<file path="src/rtl/pmsd_regs.svh">
// Register offsets, field positions and timing constants of the mapping and display block
`ifndef PMSD_REGS_SVH
`define PMSD_REGS_SVH
`define PMSD_IDX_RX_ASSIGN 16'h1c12
`define PMSD_IDX_TX_ASSIGN 16'h1c13
`define PMSD_IDX_RX_MAP 16'h1600
`define PMSD_IDX_TX_MAP 16'h1a00
`define PMSD_IDX_RX_ALT_LO 16'h1701
`define PMSD_IDX_RX_ALT_HI 16'h1705
`define PMSD_IDX_TX_ALT_LO 16'h1b01
`define PMSD_IDX_TX_ALT_HI 16'h1b04
`define PMSD_ENT_IDX_HI 31
`define PMSD_ENT_IDX_LO 16
`define PMSD_ENT_SUB_HI 15
`define PMSD_ENT_SUB_LO 8
`define PMSD_ENT_LEN_HI 7
`define PMSD_ENT_LEN_LO 0
`define PMSD_LEN_8 8'h08
`define PMSD_LEN_16 8'h10
`define PMSD_LEN_32 8'h20
`define PMSD_MAX_ENTRIES 10
`define PMSD_BYTES_PER_ENTRY 4
`define PMSD_CLK_MHZ 200
`define PMSD_PREOP_HALF_MS 400
`define PMSD_SAFEOP_ON_MS 200
`define PMSD_SAFEOP_OFF_MS 1000
`define PMSD_RUN_HALF_MS 250
`define PMSD_MS_CYCLES (`PMSD_CLK_MHZ * 1000)
`endif

</file>
<file path="src/rtl/pmsd_pkg.sv">
// Types shared by the mapping and display block
`default_nettype none
package pmsd_pkg;
    typedef enum logic [3:0] {
        PMSD_NET_INIT = 4'h1,
        PMSD_NET_PREOP = 4'h2,
        PMSD_NET_SAFEOP = 4'h4,
        PMSD_NET_OP = 4'h8
    } pmsd_net_e;
    typedef enum logic [3:0] {
        PMSD_SRV_RESET = 4'h1,
        PMSD_SRV_NREADY = 4'h2,
        PMSD_SRV_READY = 4'h4,
        PMSD_SRV_RUN = 4'h8
    } pmsd_srv_e;
    typedef enum logic [7:0] {
        PMSD_ABORT_NONE = 8'h00,
        PMSD_ABORT_STATE = 8'h01,
        PMSD_ABORT_VALUE = 8'h02,
        PMSD_ABORT_OBJECT = 8'h03,
        PMSD_ABORT_SERVICE = 8'h04
    } pmsd_abort_e;
    typedef enum logic [1:0] {
        PMSD_SVC_REQUEST = 2'h0,
        PMSD_SVC_RESPONSE = 2'h1,
        PMSD_SVC_OTHER = 2'h2
    } pmsd_svc_e;
endpackage
`default_nettype wire

</file>
<file path="src/rtl/pmsd_blink.sv">
// Blink pattern generator for the network-state and status indicators
`timescale 1ns/10ps
`default_nettype none
`include "pmsd_regs.svh"
module pmsd_blink
    import pmsd_pkg::*;
#(
    parameter int unsigned MS_CYCLES = `PMSD_MS_CYCLES
)(
    // Clock and reset
    input wire logic clk,
    input wire logic rst_n,
    // Pattern outputs
    output logic preop_on,
    output logic safeop_on,
    output logic run_on
);
    typedef struct packed {
        logic [17:0] tick;
        logic [10:0] ms;
        logic [8:0] ms_run;
        logic preop;
        logic run;
    } pmsd_blk_s;
    pmsd_blk_s st_r;
    pmsd_blk_s st_nxt;
    localparam logic [17:0] TICK_LAST = 18'(MS_CYCLES - 1);
    localparam int unsigned SAFE_PERIOD = `PMSD_SAFEOP_ON_MS + `PMSD_SAFEOP_OFF_MS;
    always_comb
    begin
        st_nxt = st_r;
        if (st_r.tick == TICK_LAST)
        begin
            st_nxt.tick = 18'h0;
            // One ms counter serves both slow patterns so they stay in phase
            if (st_r.ms == 11'(SAFE_PERIOD - 1))
            begin
                st_nxt.ms = 11'h0;
            end
            else
            begin
                st_nxt.ms = st_r.ms + 11'h1;
            end
            // Toggle on every 400 ms boundary, the period wrap included
            if (st_r.ms == 11'(`PMSD_PREOP_HALF_MS - 1)
                || st_r.ms == 11'(2 * `PMSD_PREOP_HALF_MS - 1)
                || st_r.ms == 11'(SAFE_PERIOD - 1))
            begin
                st_nxt.preop = ~st_r.preop;
            end
            if (st_r.ms_run == 9'(`PMSD_RUN_HALF_MS - 1))
            begin
                st_nxt.ms_run = 9'h0;
                st_nxt.run = ~st_r.run;
            end
            else
            begin
                st_nxt.ms_run = st_r.ms_run + 9'h1;
            end
        end
        else
        begin
            st_nxt.tick = st_r.tick + 18'h1;
        end
    end
    always_ff @(posedge clk or negedge rst_n)
    begin
        if (!rst_n)
        begin
            st_r <= '{tick: 18'h0, ms: 11'h0, ms_run: 9'h0, preop: 1'b1, run: 1'b1};
        end
        else
        begin
            st_r <= st_nxt;
        end
    end
    assign preop_on = st_r.preop;
    assign safeop_on = (st_r.ms < 11'(`PMSD_SAFEOP_ON_MS));
    assign run_on = st_r.run;
endmodule
`default_nettype wire

</file>
<file path="src/rtl/pmsd_top.sv">
// Process-data mapping store with request checks, and keypad status display drive
`timescale 1ns/10ps
`default_nettype none
`include "pmsd_regs.svh"
module pmsd_top
    import pmsd_pkg::*;
#(
    parameter int unsigned MAX_ENTRIES = `PMSD_MAX_ENTRIES,
    parameter int unsigned MS_CYCLES = `PMSD_MS_CYCLES
)(
    // Clock and reset
    input wire logic clk,
    input wire logic rst_n,
    // Mailbox write request from the network controller
    input wire logic sdo_req,
    input wire logic [1:0] sdo_svc,
    input wire logic [15:0] sdo_index,
    input wire logic [7:0] sdo_subindex,
    input wire logic [31:0] sdo_wdata,
    // Mailbox answer
    output logic sdo_ack,
    output logic sdo_abort,
    output logic [7:0] sdo_abort_code,
    output logic [31:0] sdo_rdata,
    // Drive state
    input wire logic [3:0] net_state,
    input wire logic [3:0] srv_state,
    input wire logic [7:0] op_mode,
    input wire logic motor_moving,
    input wire logic first_sync_pulse,
    input wire logic link_port_lower,
    input wire logic link_port_upper,
    // Mapping state seen by the cyclic exchange
    output logic rx_pdo_valid,
    output logic tx_pdo_valid,
    output logic [15:0] rx_assign,
    output logic [15:0] tx_assign,
    output logic [7:0] rx_bytes,
    output logic [7:0] tx_bytes,
    output logic sync_event,
    // Keypad
    output logic seg_link_upper,
    output logic seg_link_lower,
    output logic [7:0] disp_net,
    output logic [7:0] disp_mode,
    output logic [15:0] disp_status
);
    typedef struct packed {
        logic ack;
        logic abort;
        logic [7:0] code;
        logic [31:0] rdata;
        logic [1:0] valid;
        logic [15:0] rx_as;
        logic [15:0] tx_as;
        logic [3:0] rx_cnt;
        logic [3:0] tx_cnt;
        logic [MAX_ENTRIES*32-1:0] rx_map;
        logic [MAX_ENTRIES*32-1:0] tx_map;
        logic [2:0] up_s;
        logic [2:0] lo_s;
        logic [2:0] sy_s;
        logic up;
        logic lo;
        logic sy;
        logic sync;
        logic [7:0] d_net;
        logic [7:0] d_mode;
        logic [15:0] d_stat;
    } pmsd_st_s;
    pmsd_st_s st_r;
    pmsd_st_s st_nxt;
    logic preop_on;
    logic safeop_on;
    logic run_on;
    logic net_blink;
    logic is_rx_map;
    logic is_tx_map;
    logic is_rx_as;
    logic is_tx_as;
    logic is_map;
    logic len_ok;
    logic [3:0] sub_lo;
    // ********************************
    // Blink timing
    // ********************************
    pmsd_blink #(
        .MS_CYCLES(MS_CYCLES)
    ) u_blink (
        .clk(clk),
        .rst_n(rst_n),
        .preop_on(preop_on),
        .safeop_on(safeop_on),
        .run_on(run_on)
    );
    // ********************************
    // Request decode
    // ********************************
    assign is_rx_map = (sdo_index == `PMSD_IDX_RX_MAP);
    assign is_tx_map = (sdo_index == `PMSD_IDX_TX_MAP);
    assign is_rx_as = (sdo_index == `PMSD_IDX_RX_ASSIGN);
    assign is_tx_as = (sdo_index == `PMSD_IDX_TX_ASSIGN);
    assign is_map = is_rx_map | is_tx_map;
    assign sub_lo = sdo_subindex[3:0];
    assign len_ok = (sdo_wdata[`PMSD_ENT_LEN_HI:`PMSD_ENT_LEN_LO] == `PMSD_LEN_8)
        || (sdo_wdata[`PMSD_ENT_LEN_HI:`PMSD_ENT_LEN_LO] == `PMSD_LEN_16)
        || (sdo_wdata[`PMSD_ENT_LEN_HI:`PMSD_ENT_LEN_LO] == `PMSD_LEN_32);
    assign net_blink = (net_state == PMSD_NET_SAFEOP) ? safeop_on : preop_on;
    // ********************************
    // Next state
    // ********************************
    always_comb
    begin
        st_nxt = st_r;
        st_nxt.ack = 1'b0;
        st_nxt.abort = 1'b0;
        st_nxt.code = PMSD_ABORT_NONE;
        // Pin synchronisers; only stages 2 and 3 are compared
        st_nxt.up_s = {st_r.up_s[1:0], link_port_upper};
        st_nxt.lo_s = {st_r.lo_s[1:0], link_port_lower};
        st_nxt.sy_s = {st_r.sy_s[1:0], first_sync_pulse};
        if (st_r.up_s[1] == st_r.up_s[2])
        begin
            st_nxt.up = st_r.up_s[2];
        end
        if (st_r.lo_s[1] == st_r.lo_s[2])
        begin
            st_nxt.lo = st_r.lo_s[2];
        end
        if (st_r.sy_s[1] == st_r.sy_s[2])
        begin
            st_nxt.sy = st_r.sy_s[2];
        end
        // Edge taken from the held level, so a long pulse gives one event
        st_nxt.sync = (st_r.sy_s[1] == st_r.sy_s[2]) && st_r.sy_s[2] && !st_r.sy
            && (net_state != PMSD_NET_INIT);
        if (sdo_req)
        begin
            st_nxt.ack = 1'b1;
            st_nxt.rdata = 32'h0;
            if (sdo_svc != PMSD_SVC_REQUEST)
            begin
                st_nxt.abort = 1'b1;
                st_nxt.code = PMSD_ABORT_SERVICE;
            end
            else if (!(is_map || is_rx_as || is_tx_as))
            begin
                st_nxt.abort = 1'b1;
                st_nxt.code = PMSD_ABORT_OBJECT;
            end
            else if (net_state != PMSD_NET_PREOP)
            begin
                st_nxt.abort = 1'b1;
                st_nxt.code = PMSD_ABORT_STATE;
            end
            else if (is_rx_as || is_tx_as)
            begin
                if (sdo_subindex == 8'h00)
                begin
                    // Zero invalidates, one validates the object
                    if (sdo_wdata > 32'h1)
                    begin
                        st_nxt.abort = 1'b1;
                        st_nxt.code = PMSD_ABORT_VALUE;
                    end
                    else if (is_rx_as)
                    begin
                        st_nxt.valid[0] = sdo_wdata[0];
                    end
                    else
                    begin
                        st_nxt.valid[1] = sdo_wdata[0];
                    end
                end
                else if (sdo_subindex == 8'h01)
                begin
                    if (is_rx_as && (sdo_wdata[15:0] == `PMSD_IDX_RX_MAP
                        || (sdo_wdata[15:0] >= `PMSD_IDX_RX_ALT_LO
                        && sdo_wdata[15:0] <= `PMSD_IDX_RX_ALT_HI))
                        && sdo_wdata[31:16] == 16'h0)
                    begin
                        st_nxt.rx_as = sdo_wdata[15:0];
                    end
                    else if (is_tx_as && (sdo_wdata[15:0] == `PMSD_IDX_TX_MAP
                        || (sdo_wdata[15:0] >= `PMSD_IDX_TX_ALT_LO
                        && sdo_wdata[15:0] <= `PMSD_IDX_TX_ALT_HI))
                        && sdo_wdata[31:16] == 16'h0)
                    begin
                        st_nxt.tx_as = sdo_wdata[15:0];
                    end
                    else
                    begin
                        st_nxt.abort = 1'b1;
                        st_nxt.code = PMSD_ABORT_VALUE;
                    end
                end
                else
                begin
                    st_nxt.abort = 1'b1;
                    st_nxt.code = PMSD_ABORT_OBJECT;
                end
            end
            else if (sdo_subindex == 8'h00)
            begin
                if (sdo_wdata > 32'(MAX_ENTRIES))
                begin
                    st_nxt.abort = 1'b1;
                    st_nxt.code = PMSD_ABORT_VALUE;
                end
                else if (sdo_wdata == 32'h0)
                begin
                    // Clearing wipes the entries, not only the count
                    if (is_rx_map)
                    begin
                        st_nxt.rx_cnt = 4'h0;
                        st_nxt.rx_map = '0;
                    end
                    else
                    begin
                        st_nxt.tx_cnt = 4'h0;
                        st_nxt.tx_map = '0;
                    end
                end
                else if (is_rx_map)
                begin
                    st_nxt.rx_cnt = sdo_wdata[3:0];
                end
                else
                begin
                    st_nxt.tx_cnt = sdo_wdata[3:0];
                end
            end
            else if (sdo_subindex > 8'(MAX_ENTRIES))
            begin
                st_nxt.abort = 1'b1;
                st_nxt.code = PMSD_ABORT_OBJECT;
            end
            else if (!len_ok)
            begin
                st_nxt.abort = 1'b1;
                st_nxt.code = PMSD_ABORT_VALUE;
            end
            else if (is_rx_map)
            begin
                // Entry n is stored in slot n-1
                st_nxt.rx_map[(sub_lo - 4'h1)*32 +: 32] = sdo_wdata;
            end
            else
            begin
                st_nxt.tx_map[(sub_lo - 4'h1)*32 +: 32] = sdo_wdata;
            end
        end
        // ********************************
        // Keypad
        // ********************************
        case (net_state)
            PMSD_NET_INIT: st_nxt.d_net = 8'h01;
            PMSD_NET_PREOP: st_nxt.d_net = preop_on ? 8'h02 : 8'h00;
            PMSD_NET_SAFEOP: st_nxt.d_net = safeop_on ? 8'h04 : 8'h00;
            PMSD_NET_OP: st_nxt.d_net = 8'h08;
            default: st_nxt.d_net = 8'h00;
        endcase
        case (op_mode)
            8'h01, 8'h03, 8'h04, 8'h06, 8'h08, 8'h09: st_nxt.d_mode = op_mode;
            8'h0a: st_nxt.d_mode = 8'h41;
            default: st_nxt.d_mode = 8'h2d;
        endcase
        // Status shown as two ASCII characters; a blank hides the second one
        case (srv_state)
            PMSD_SRV_RESET: st_nxt.d_stat = 16'h7273;
            PMSD_SRV_NREADY: st_nxt.d_stat = 16'h6e72;
            PMSD_SRV_READY: st_nxt.d_stat = 16'h7279;
            PMSD_SRV_RUN: st_nxt.d_stat = 16'h726e;
            default: st_nxt.d_stat = 16'h2d2d;
        endcase
        if (motor_moving && (srv_state == PMSD_SRV_READY || srv_state == PMSD_SRV_RUN))
        begin
            if ((net_state == PMSD_NET_PREOP || net_state == PMSD_NET_SAFEOP) ? !net_blink
                : !run_on)
            begin
                st_nxt.d_stat[7:0] = 8'h20;
            end
        end
    end
    // ********************************
    // Registers
    // ********************************
    always_ff @(posedge clk or negedge rst_n)
    begin
        if (!rst_n)
        begin
            st_r <= '0;
            // Power-up always returns to the default objects
            st_r.valid <= 2'h3;
            st_r.rx_as <= `PMSD_IDX_RX_MAP;
            st_r.tx_as <= `PMSD_IDX_TX_MAP;
        end
        else
        begin
            st_r <= st_nxt;
        end
    end
    assign sdo_ack = st_r.ack;
    assign sdo_abort = st_r.abort;
    assign sdo_abort_code = st_r.code;
    assign sdo_rdata = st_r.rdata;
    assign rx_pdo_valid = st_r.valid[0];
    assign tx_pdo_valid = st_r.valid[1];
    assign rx_assign = st_r.rx_as;
    assign tx_assign = st_r.tx_as;
    assign rx_bytes = {2'h0, st_r.rx_cnt, 2'h0};
    assign tx_bytes = {2'h0, st_r.tx_cnt, 2'h0};
    assign sync_event = st_r.sync;
    assign seg_link_upper = st_r.up;
    assign seg_link_lower = st_r.lo;
    assign disp_net = st_r.d_net;
    assign disp_mode = st_r.d_mode;
    assign disp_status = st_r.d_stat;
endmodule
`default_nettype wire

</file>
<file path="config.mk">
export PLATFORM = sky130hd
export DESIGN_NAME = pmsd_top
export DESIGN_NICKNAME = d
export VERILOG_FILES = /design/src/rtl/pmsd_pkg.sv /design/src/rtl/pmsd_blink.sv /design/src/rtl/pmsd_top.sv
export VERILOG_INCLUDE_DIRS = /design/src /design/src/rtl
export SDC_FILE = /design/constraint.sdc
export NUM_CORES = 1
export LEC_CHECK = 0
export BUFFER_PORTS_ARGS = -buffer_cell sky130_fd_sc_hd__buf_4
export CAP_MARGIN = 10
export CORE_UTILIZATION = 35
export CTS_CLUSTER_DIAMETER = 120
export DETAILED_ROUTE_END_ITERATION = 8
export PLACE_DENSITY_LB_ADDON = 0.1
export SYNTH_ARGS = -nofsm -noshare
export SYNTH_HDL_FRONTEND = slang
export SYNTH_SLANG_ARGS = --single-unit
</file>
<file path="constraint.sdc">
create_clock -name clk -period 4.75 [get_ports clk]
set_clock_uncertainty 0.15 [all_clocks]
set_input_delay 1.1875 -clock clk [delete_from_list [all_inputs] [get_ports clk]]
set_output_delay 1.1875 -clock clk [all_outputs]
set_load 0.05 [all_outputs]
</file>
==> results of run 1 <==
==> placed cells by master, fill, tap and decap left out, types with 3 or more instances in the layout <==
master	n
nand2b_1	6
xnor2_1	14
a21oi_1	10
mux2_2	11
and3_1	13
a2111oi_0	3
a31oi_1	5
clkinvlp_4	6
and2_1	9
inv_1	11
dfrtp_1	113
nand2_1	32
a21o_1	4
clkinv_4	3
and2_4	16
o22ai_1	3
dfstp_2	10
nor4_1	12
nand3_1	19
conb_1	54
nand4_1	9
or3_1	4
ha_1	5
o21ai_0	30
nor4b_1	8
xor2_1	15
buf_4	157
nor2_1	42
clkbuf_16	17
mux2_4	8
nand3b_1	7
nor3_1	15
==> area by class of cell <==
class	count	area, sq um	share of cell area [%]
Timing Repair Buffer	158	1200	15.6
Clock buffer	19	443	5.76
Sequential cell	123	3090	40.2
Tap cell	229	287	3.73
Clock inverter	13	145	1.89
Inverter	11	41.3	0.537
Multi-Input combinational cell	393	2480	32.3
==> flip-flops by register name, summed over array words and instances (netlist names), 3 cells and up <==
signal / flops
disp_mode: 8
st_nxt: 6
u_blink.st_r: 38
tx_assign: 16
rx_bytes: 4
st_r: 4
sdo_abort_code: 3
rx_assign: 16
tx_bytes: 4
disp_status: 11
disp_net: 4
==> per-stage QoR <==
step           hold slack (ns)  cell area [sq um]
4_1_cts                  0.200               7680
3_5_place_dp             0.187               7100
3_3_place_gp             0.186               7100
6_report                 0.196               7680
2_1_floorplan            0.181               6620
5_1_grt                  0.202               7680
==> worst reg2reg max path, cell delays in order, from the launching register on <==
cell,delay [ns]
dfrtp_1,0.42
or4b_2,0.68
nor4_1,0.83
o21ai_0,0.23
nand2_1,0.11
o21ai_0,0.07
==> layer usage <==
layer,GRT usage [%],share of wire [%],vias up,wire length [um]
li1,-,-,2111,-
met1,19.0,44,2102,6040
met5,0,0,-,0
met2,23.4,49,114,6670
met3,4.78,5.8,16,797
met4,5.25,1.1,0,153
==> kinds of logic (layout without fill, tap and decap cells) <==
group / Yosys count / in the layout / synth area share [%]
adder cells (fa/ha/maj): 7 / 7 / 1.29
multiplexers: 20 / 20 / 3.95
AND/OR/NAND/NOR: 216 / 216 / 20.0
AO/OA/AOI/OAI: 67 / 67 / 6.29
XOR/XNOR: 29 / 29 / 3.95
flip-flops: 123 / 123 / 48.1
other: 2 / 54 / 0.117
buffers and inverters: 148 / 201 / 16.4
==> power groups by stage <==
stage	Clock, mW	Combinational (mW)	Sequential, mW
after floorplan	0	0.230	1.10
after global placement	0	0.309	1.09
after detailed placement	0	0.312	1.09
after CTS	1.30	0.312	1.07
after global routing	1.35	0.331	1.08
final	1.27	0.309	1.07
==> worst min path at each step <==
stage / start / endpoint / cells past startpoint
2_1_floorplan: st_nxt[37]$_DFF_PN0_ / st_nxt[38]$_DFF_PN0_ / 0
3_3_place_gp: st_nxt[43]$_DFF_PN0_ / st_nxt[44]$_DFF_PN0_ / 0
3_5_place_dp: st_nxt[37]$_DFF_PN0_ / st_nxt[38]$_DFF_PN0_ / 0
4_1_cts: st_nxt[37]$_DFF_PN0_ / st_nxt[38]$_DFF_PN0_ / 0
5_1_grt: st_nxt[37]$_DFF_PN0_ / st_nxt[38]$_DFF_PN0_ / 0
6_report: st_nxt[40]$_DFF_PN0_ / st_nxt[41]$_DFF_PN0_ / 0
==> metrics.yaml, run 1 <==
period_share_pct: 69.5
cp_slowest_cell: "or4_4"
ys_types: 64
drt_iter0_markers: 163
pre_cts_ws_ns: 0.997
worst_slew_pin_slew_ns: 1.07
route.detailed.drc: 0
fp.dieW_um: 138
fill_cells: 1786
synth_cells: 612
crit_fanout: 16
maxCapViolations: 0
clk_latency_ns: 0.41
synthTopCellsByCount: "buf_4, dfrtp_1, nor2_1"
ff2ff_path_depth: 5
synth_top_area_cell: "dfrtp_1"
cp_cell_sequence: "buf_4 > nor4_1 > nand4_1 > or4_4 > nor3_4 > nand2_4 > mux2_4"
maxSlewHeadroom_pct: 28.3
start_util_pct: 35.8
cts.repair.resized: 0
ys_ff_latch: 123
reg2reg_slack_ns: 2.13
final_util_pct: 42.8
ioPinCount: 208
vdd_drop_max_mv: 0.253
cts_root_buffer: "clkbuf_16"
path_class: "in -> reg"
clkPwrFrac_pct: 47.8
yosys_warnings: 0
area_delta_synth_final_pct: 19.6
synth.avg_cell_area_sq_um: 10.5
die_h_um: 138
die_area_sq_um: 18900
port_buffers: 156
clkSinkCount: 123
post-cts-setup-buffers: 0
core_area_sq_um: 18000
antennaDiodeCount: 0
path_delay_family: "simple AND/OR/NAND/NOR gates"
fin_total_pwr_mw: 2.65
p_int_mw: 1.94
first_global_vias: 4099
crit_buf_inv: 1
pwr-share-seq_pct: 40.6
vias: 4343
status: "complete, no violations"
holdCritPathClass: "reg -> reg"
cts_hold_buf: 0
synth_area_leaders: "dfrtp_1, buf_4, dfstp_2"
grt_max_degree: 124
synth_top_cell_area_share_pct: 44.0
hpwlAfterDp_mm: 10.1
yosysMostFrequentCell: "buf_4"
dp_cells: 914
clock_path_buffers: 2
num_rows: 49
ys.flop_type: "dfrtp_1"
min_period_ns: 3.30
routed_wl_mm: 13.7
cp.depth: 7
gr-total-overflow: 0
track_usage_pct: 14.9
final_cells: 946
numCtsBuffers: 17
first_pass_iters: 4
power_density_nw_per_um2: 345
max_freq_ghz: 0.303
finalWeightedCongestion: 0.798
regToRegStartpoint: "u_blink.st_r[17]$_DFFE_PN0N_"
syn_area_sq_um: 6430
drv_slew: 0
clk_transition_reported_paths_ns: 0.06
crit_required_ns: 4.90
rsz0062_at_grt: "no"
final.setup.tns_ns: 0
switching_share_pct: 26.7
p_switching_uw: 708
fin_ws_ns: 1.45
critPathLaunchType: "input port"
endpoint_kind: "flop"
final_layout_size_suffix_gt1_share_pct: 34.6
crit_end: "tx_assign[0]$_DFFE_PN0P_"
routed_via_density: 4.59
critPathArrivalTime_ns: 3.45
synth_edf_count: 0
cts_tree: "done"
finalHoldViolCount: 0
h-tree-depth: 4
cp_slowest_stage_delay_ns: 0.61
setup_viol: 0
synth_seq_area_share_pct: 48.1
ant_nets: 0
synthArstFlopShare_pct: 100
wire_per_inst_um: 14.4
grt_pass1_wl_mm: 21.2
leakagePower_nw: 3.76
crit_start: "sdo_wdata[19]"
antenna_found_initial: 0
r2r-end: "u_blink.st_r[16]$_DFFE_PN0N_"
share_comb_of_total_power_pct: 11.7
layout.nets: 790
Note: power is estimated with default switching activity, not from simulation.
==> inputs of run 2 (changes only) <==
- clock period: 4.75 -> 3.2 ns (I/O delays scaled with it)
==> run 2 against run 1 <==
  * Sequential share of layout area is 0.49 points lower
  * Register-to-register slack worse by 1.4 ns
  * Highest routed layer unchanged
  * Worst hold slack worse by 0.0026 ns
  * Core utilization is 0.53 points higher
  * Count of clock-buffer cells in the layout is 2 lower
  * Critical path depth is 1 higher
  * Sequential power is 50% higher
  * Final cell count is 1.4% higher
  * Combinational power is 50% higher
  * Largest cell class unchanged
  * Design area is 1.2% higher
==> metrics.yaml, run 2 (synthesized netlist as in run 1, its figures left out) <==
routed_wl_mm: 13.9  # was 13.7 mm
path_class: "in -> reg"  # unchanged
top_register: "u_blink.st_r"  # unchanged
critPathLaunchType: "input port"  # unchanged
rsz0062_at_grt: "no"  # unchanged
p_switching_mw: 1.09  # was 708 uW
power_density_nw_per_um2: 499  # was 345 nW/um^2
route.detailed.drc: 0  # unchanged
drt_iter0_markers: 143  # was 163
final.setup.tns_ns: 0  # unchanged
clk_latency_ns: 0.42  # was 0.41 ns
track_usage_pct: 15.4  # was 14.9%
leakagePower_nw: 3.84  # was 3.76 nW
crit_buf_inv: 3  # was 1
ff2ff_path_depth: 6  # was 5
ant_nets: 0  # unchanged
worst_slew_pin_slew_ns: 0.780  # was 1.07 ns
period_share_pct: 87.6
first_pass_iters: 4  # unchanged
cp_cell_sequence: "buf_4 > nor4_1 > buf_4 > nand4_1 > or4_4 > buf_4 > nor4_1 > mux2_2"  # was buf_4 > nor4_1 > nand4_1 > or4_4 > nor3_4 > nand2_4 > mux2_4
regToRegStartpoint: "u_blink.st_r[37]$_DFF_PN0_"  # was u_blink.st_r[17]$_DFFE_PN0N_
maxCapViolations: 0  # unchanged
share_comb_of_total_power_pct: 11.9  # was 11.7%
port_buffers: 156  # unchanged
endpoint_kind: "flop"  # unchanged
numCtsBuffers: 17  # unchanged
vias: 4434  # was 4343
cp_slowest_cell: "or4_4"  # unchanged
switching_share_pct: 28.1  # was 26.7%
die_h_um: 138  # unchanged
vdd_drop_max_mv: 0.363  # was 0.253 mV
layout.nets: 802  # was 790
setup_viol: 0  # unchanged
post-cts-setup-buffers: 0  # unchanged
grt_pass1_wl_mm: 21.9  # was 21.2 mm
h-tree-depth: 4  # unchanged
drv_slew: 0  # unchanged
final_util_pct: 43.3  # was 42.8%
wire_per_inst_um: 14.5  # was 14.4 um
crit_start: "sdo_wdata[25]"  # was sdo_wdata[19]
cts_hold_buf: 0  # unchanged
p_int_mw: 2.79  # was 1.94 mW
ioPinCount: 208  # unchanged
final_cell_mix: "buf_4, dfrtp_1, conb_1, nor2_1, nand2_1"  # unchanged
antenna_found_initial: 0  # unchanged
clk_transition_reported_paths_ns: 0.06  # about the same
hpwlAfterDp_mm: 10.6  # was 10.1 mm
cts.repair.resized: 0  # unchanged
area_delta_synth_final_pct: 21.1  # was 19.6%
start_util_pct: 35.8  # unchanged
cts_root_buffer: "clkbuf_16"  # unchanged
reg2reg_slack_ns: 0.76  # was 2.13 ns
cp_slowest_stage_delay_ns: 0.59  # was 0.61 ns
max_freq_ghz: 0.357
routed_via_density: 4.62  # was 4.59
pwr-share-seq_pct: 41.1  # was 40.6%
core_area_sq_um: 18000  # unchanged
cp.depth: 8  # was 7
first_global_vias: 4329  # was 4099
largest_register_ffs: 38  # unchanged
clkSinkCount: 123  # unchanged
critPathArrivalTime_ns: 2.99  # was 3.45 ns
clkPwrFrac_pct: 47.0  # was 47.8%
finalHoldViolCount: 0  # unchanged
path_delay_family: "simple AND/OR/NAND/NOR gates"  # unchanged
crit_end: "rx_pdo_valid$_DFFE_PN1P_"  # was tx_assign[0]$_DFFE_PN0P_
finalWeightedCongestion: 0.835  # was 0.798
r2r-end: "u_blink.st_r[7]$_DFFE_PN0N_"  # was u_blink.st_r[16]$_DFFE_PN0N_
holdCritPathClass: "reg -> reg"  # unchanged
fp.dieW_um: 138  # unchanged
gr-total-overflow: 0  # unchanged
grt_max_degree: 54  # was 124
cts_tree: "done"  # unchanged
crit_required_ns: 3.39  # was 4.90 ns
num_rows: 49  # unchanged
min_period_ns: 2.80
die_area_sq_um: 18900  # unchanged
crit_fanout: 4  # was 16
clock_path_buffers: 2  # unchanged
status: "complete, no violations"  # unchanged
maxSlewHeadroom_pct: 47.5  # was 28.3%
layout_commonest_cell: "buf_4"  # unchanged
final_layout_size_suffix_gt1_share_pct: 35.8  # was 34.6%
crit_path_frequent_cell: "buf_4"
## run 2: changes by cell type in the layout (fill, tap and decap cells not counted), sizes merged
cell,before,now
clkinvlp,6,3
buf,158,170
diode,0,1
clkbuf,19,17
inv,12,16
clkinv,4,6
bufinv,2,1
## run 2: through the flow
stage	power, mW	area (sq um)	setup WS (ns)	hold slack, ns	instances
finish	3.88	7780	0.397	0.194	959
global route	4.05	7780	0.269	0.201	958
CTS	3.94	7780	0.394	0.196	958
detailed placement	2.09	7210	-0.0494	0.185	926
global placement	2.08	7210	-0.0320	0.182	926
floorplan	1.98	6620	0.463	0.181	664
## run 2: worst min-delay path by stage
stage                              start                   end  slack, ns  cells past startpoint
floorplan           st_nxt[37]$_DFF_PN0_  st_nxt[38]$_DFF_PN0_       0.18                      0
global placement    st_nxt[43]$_DFF_PN0_  st_nxt[44]$_DFF_PN0_       0.18                      0
detailed placement  st_nxt[40]$_DFF_PN0_  st_nxt[41]$_DFF_PN0_       0.18                      0
CTS                 st_nxt[40]$_DFF_PN0_  st_nxt[41]$_DFF_PN0_       0.20                      0
global route        st_nxt[40]$_DFF_PN0_  st_nxt[41]$_DFF_PN0_       0.20                      0
finish              st_nxt[40]$_DFF_PN0_  st_nxt[41]$_DFF_PN0_       0.19                      0
## run 2: area by class of cell
type	count	area (sq um)
fill	1772	10200
sequential	123	3090
multi-input combinational	393	2480
timing repair buffer	170	1310
clock buffer	17	425
tap	229	287
clock inverter	15	140
inverter	11	41.3
antenna	1	2.50
## run 2: power by group through the flow
stage | clock (mW) | sequential [mW] | combinational (mW)
floorplan | 0 | 1.64 | 0.341
global placement | 0 | 1.62 | 0.462
detailed placement | 0 | 1.62 | 0.465
CTS | 1.88 | 1.60 | 0.466
global route | 1.96 | 1.60 | 0.494
finish | 1.83 | 1.60 | 0.462
## run 2: layer usage
layer  GRT usage [%]  wire length [um]
met3            4.53               853
met4            6.84               268
met1            19.3              6080
met2            24.5              6710
met5               0                 0
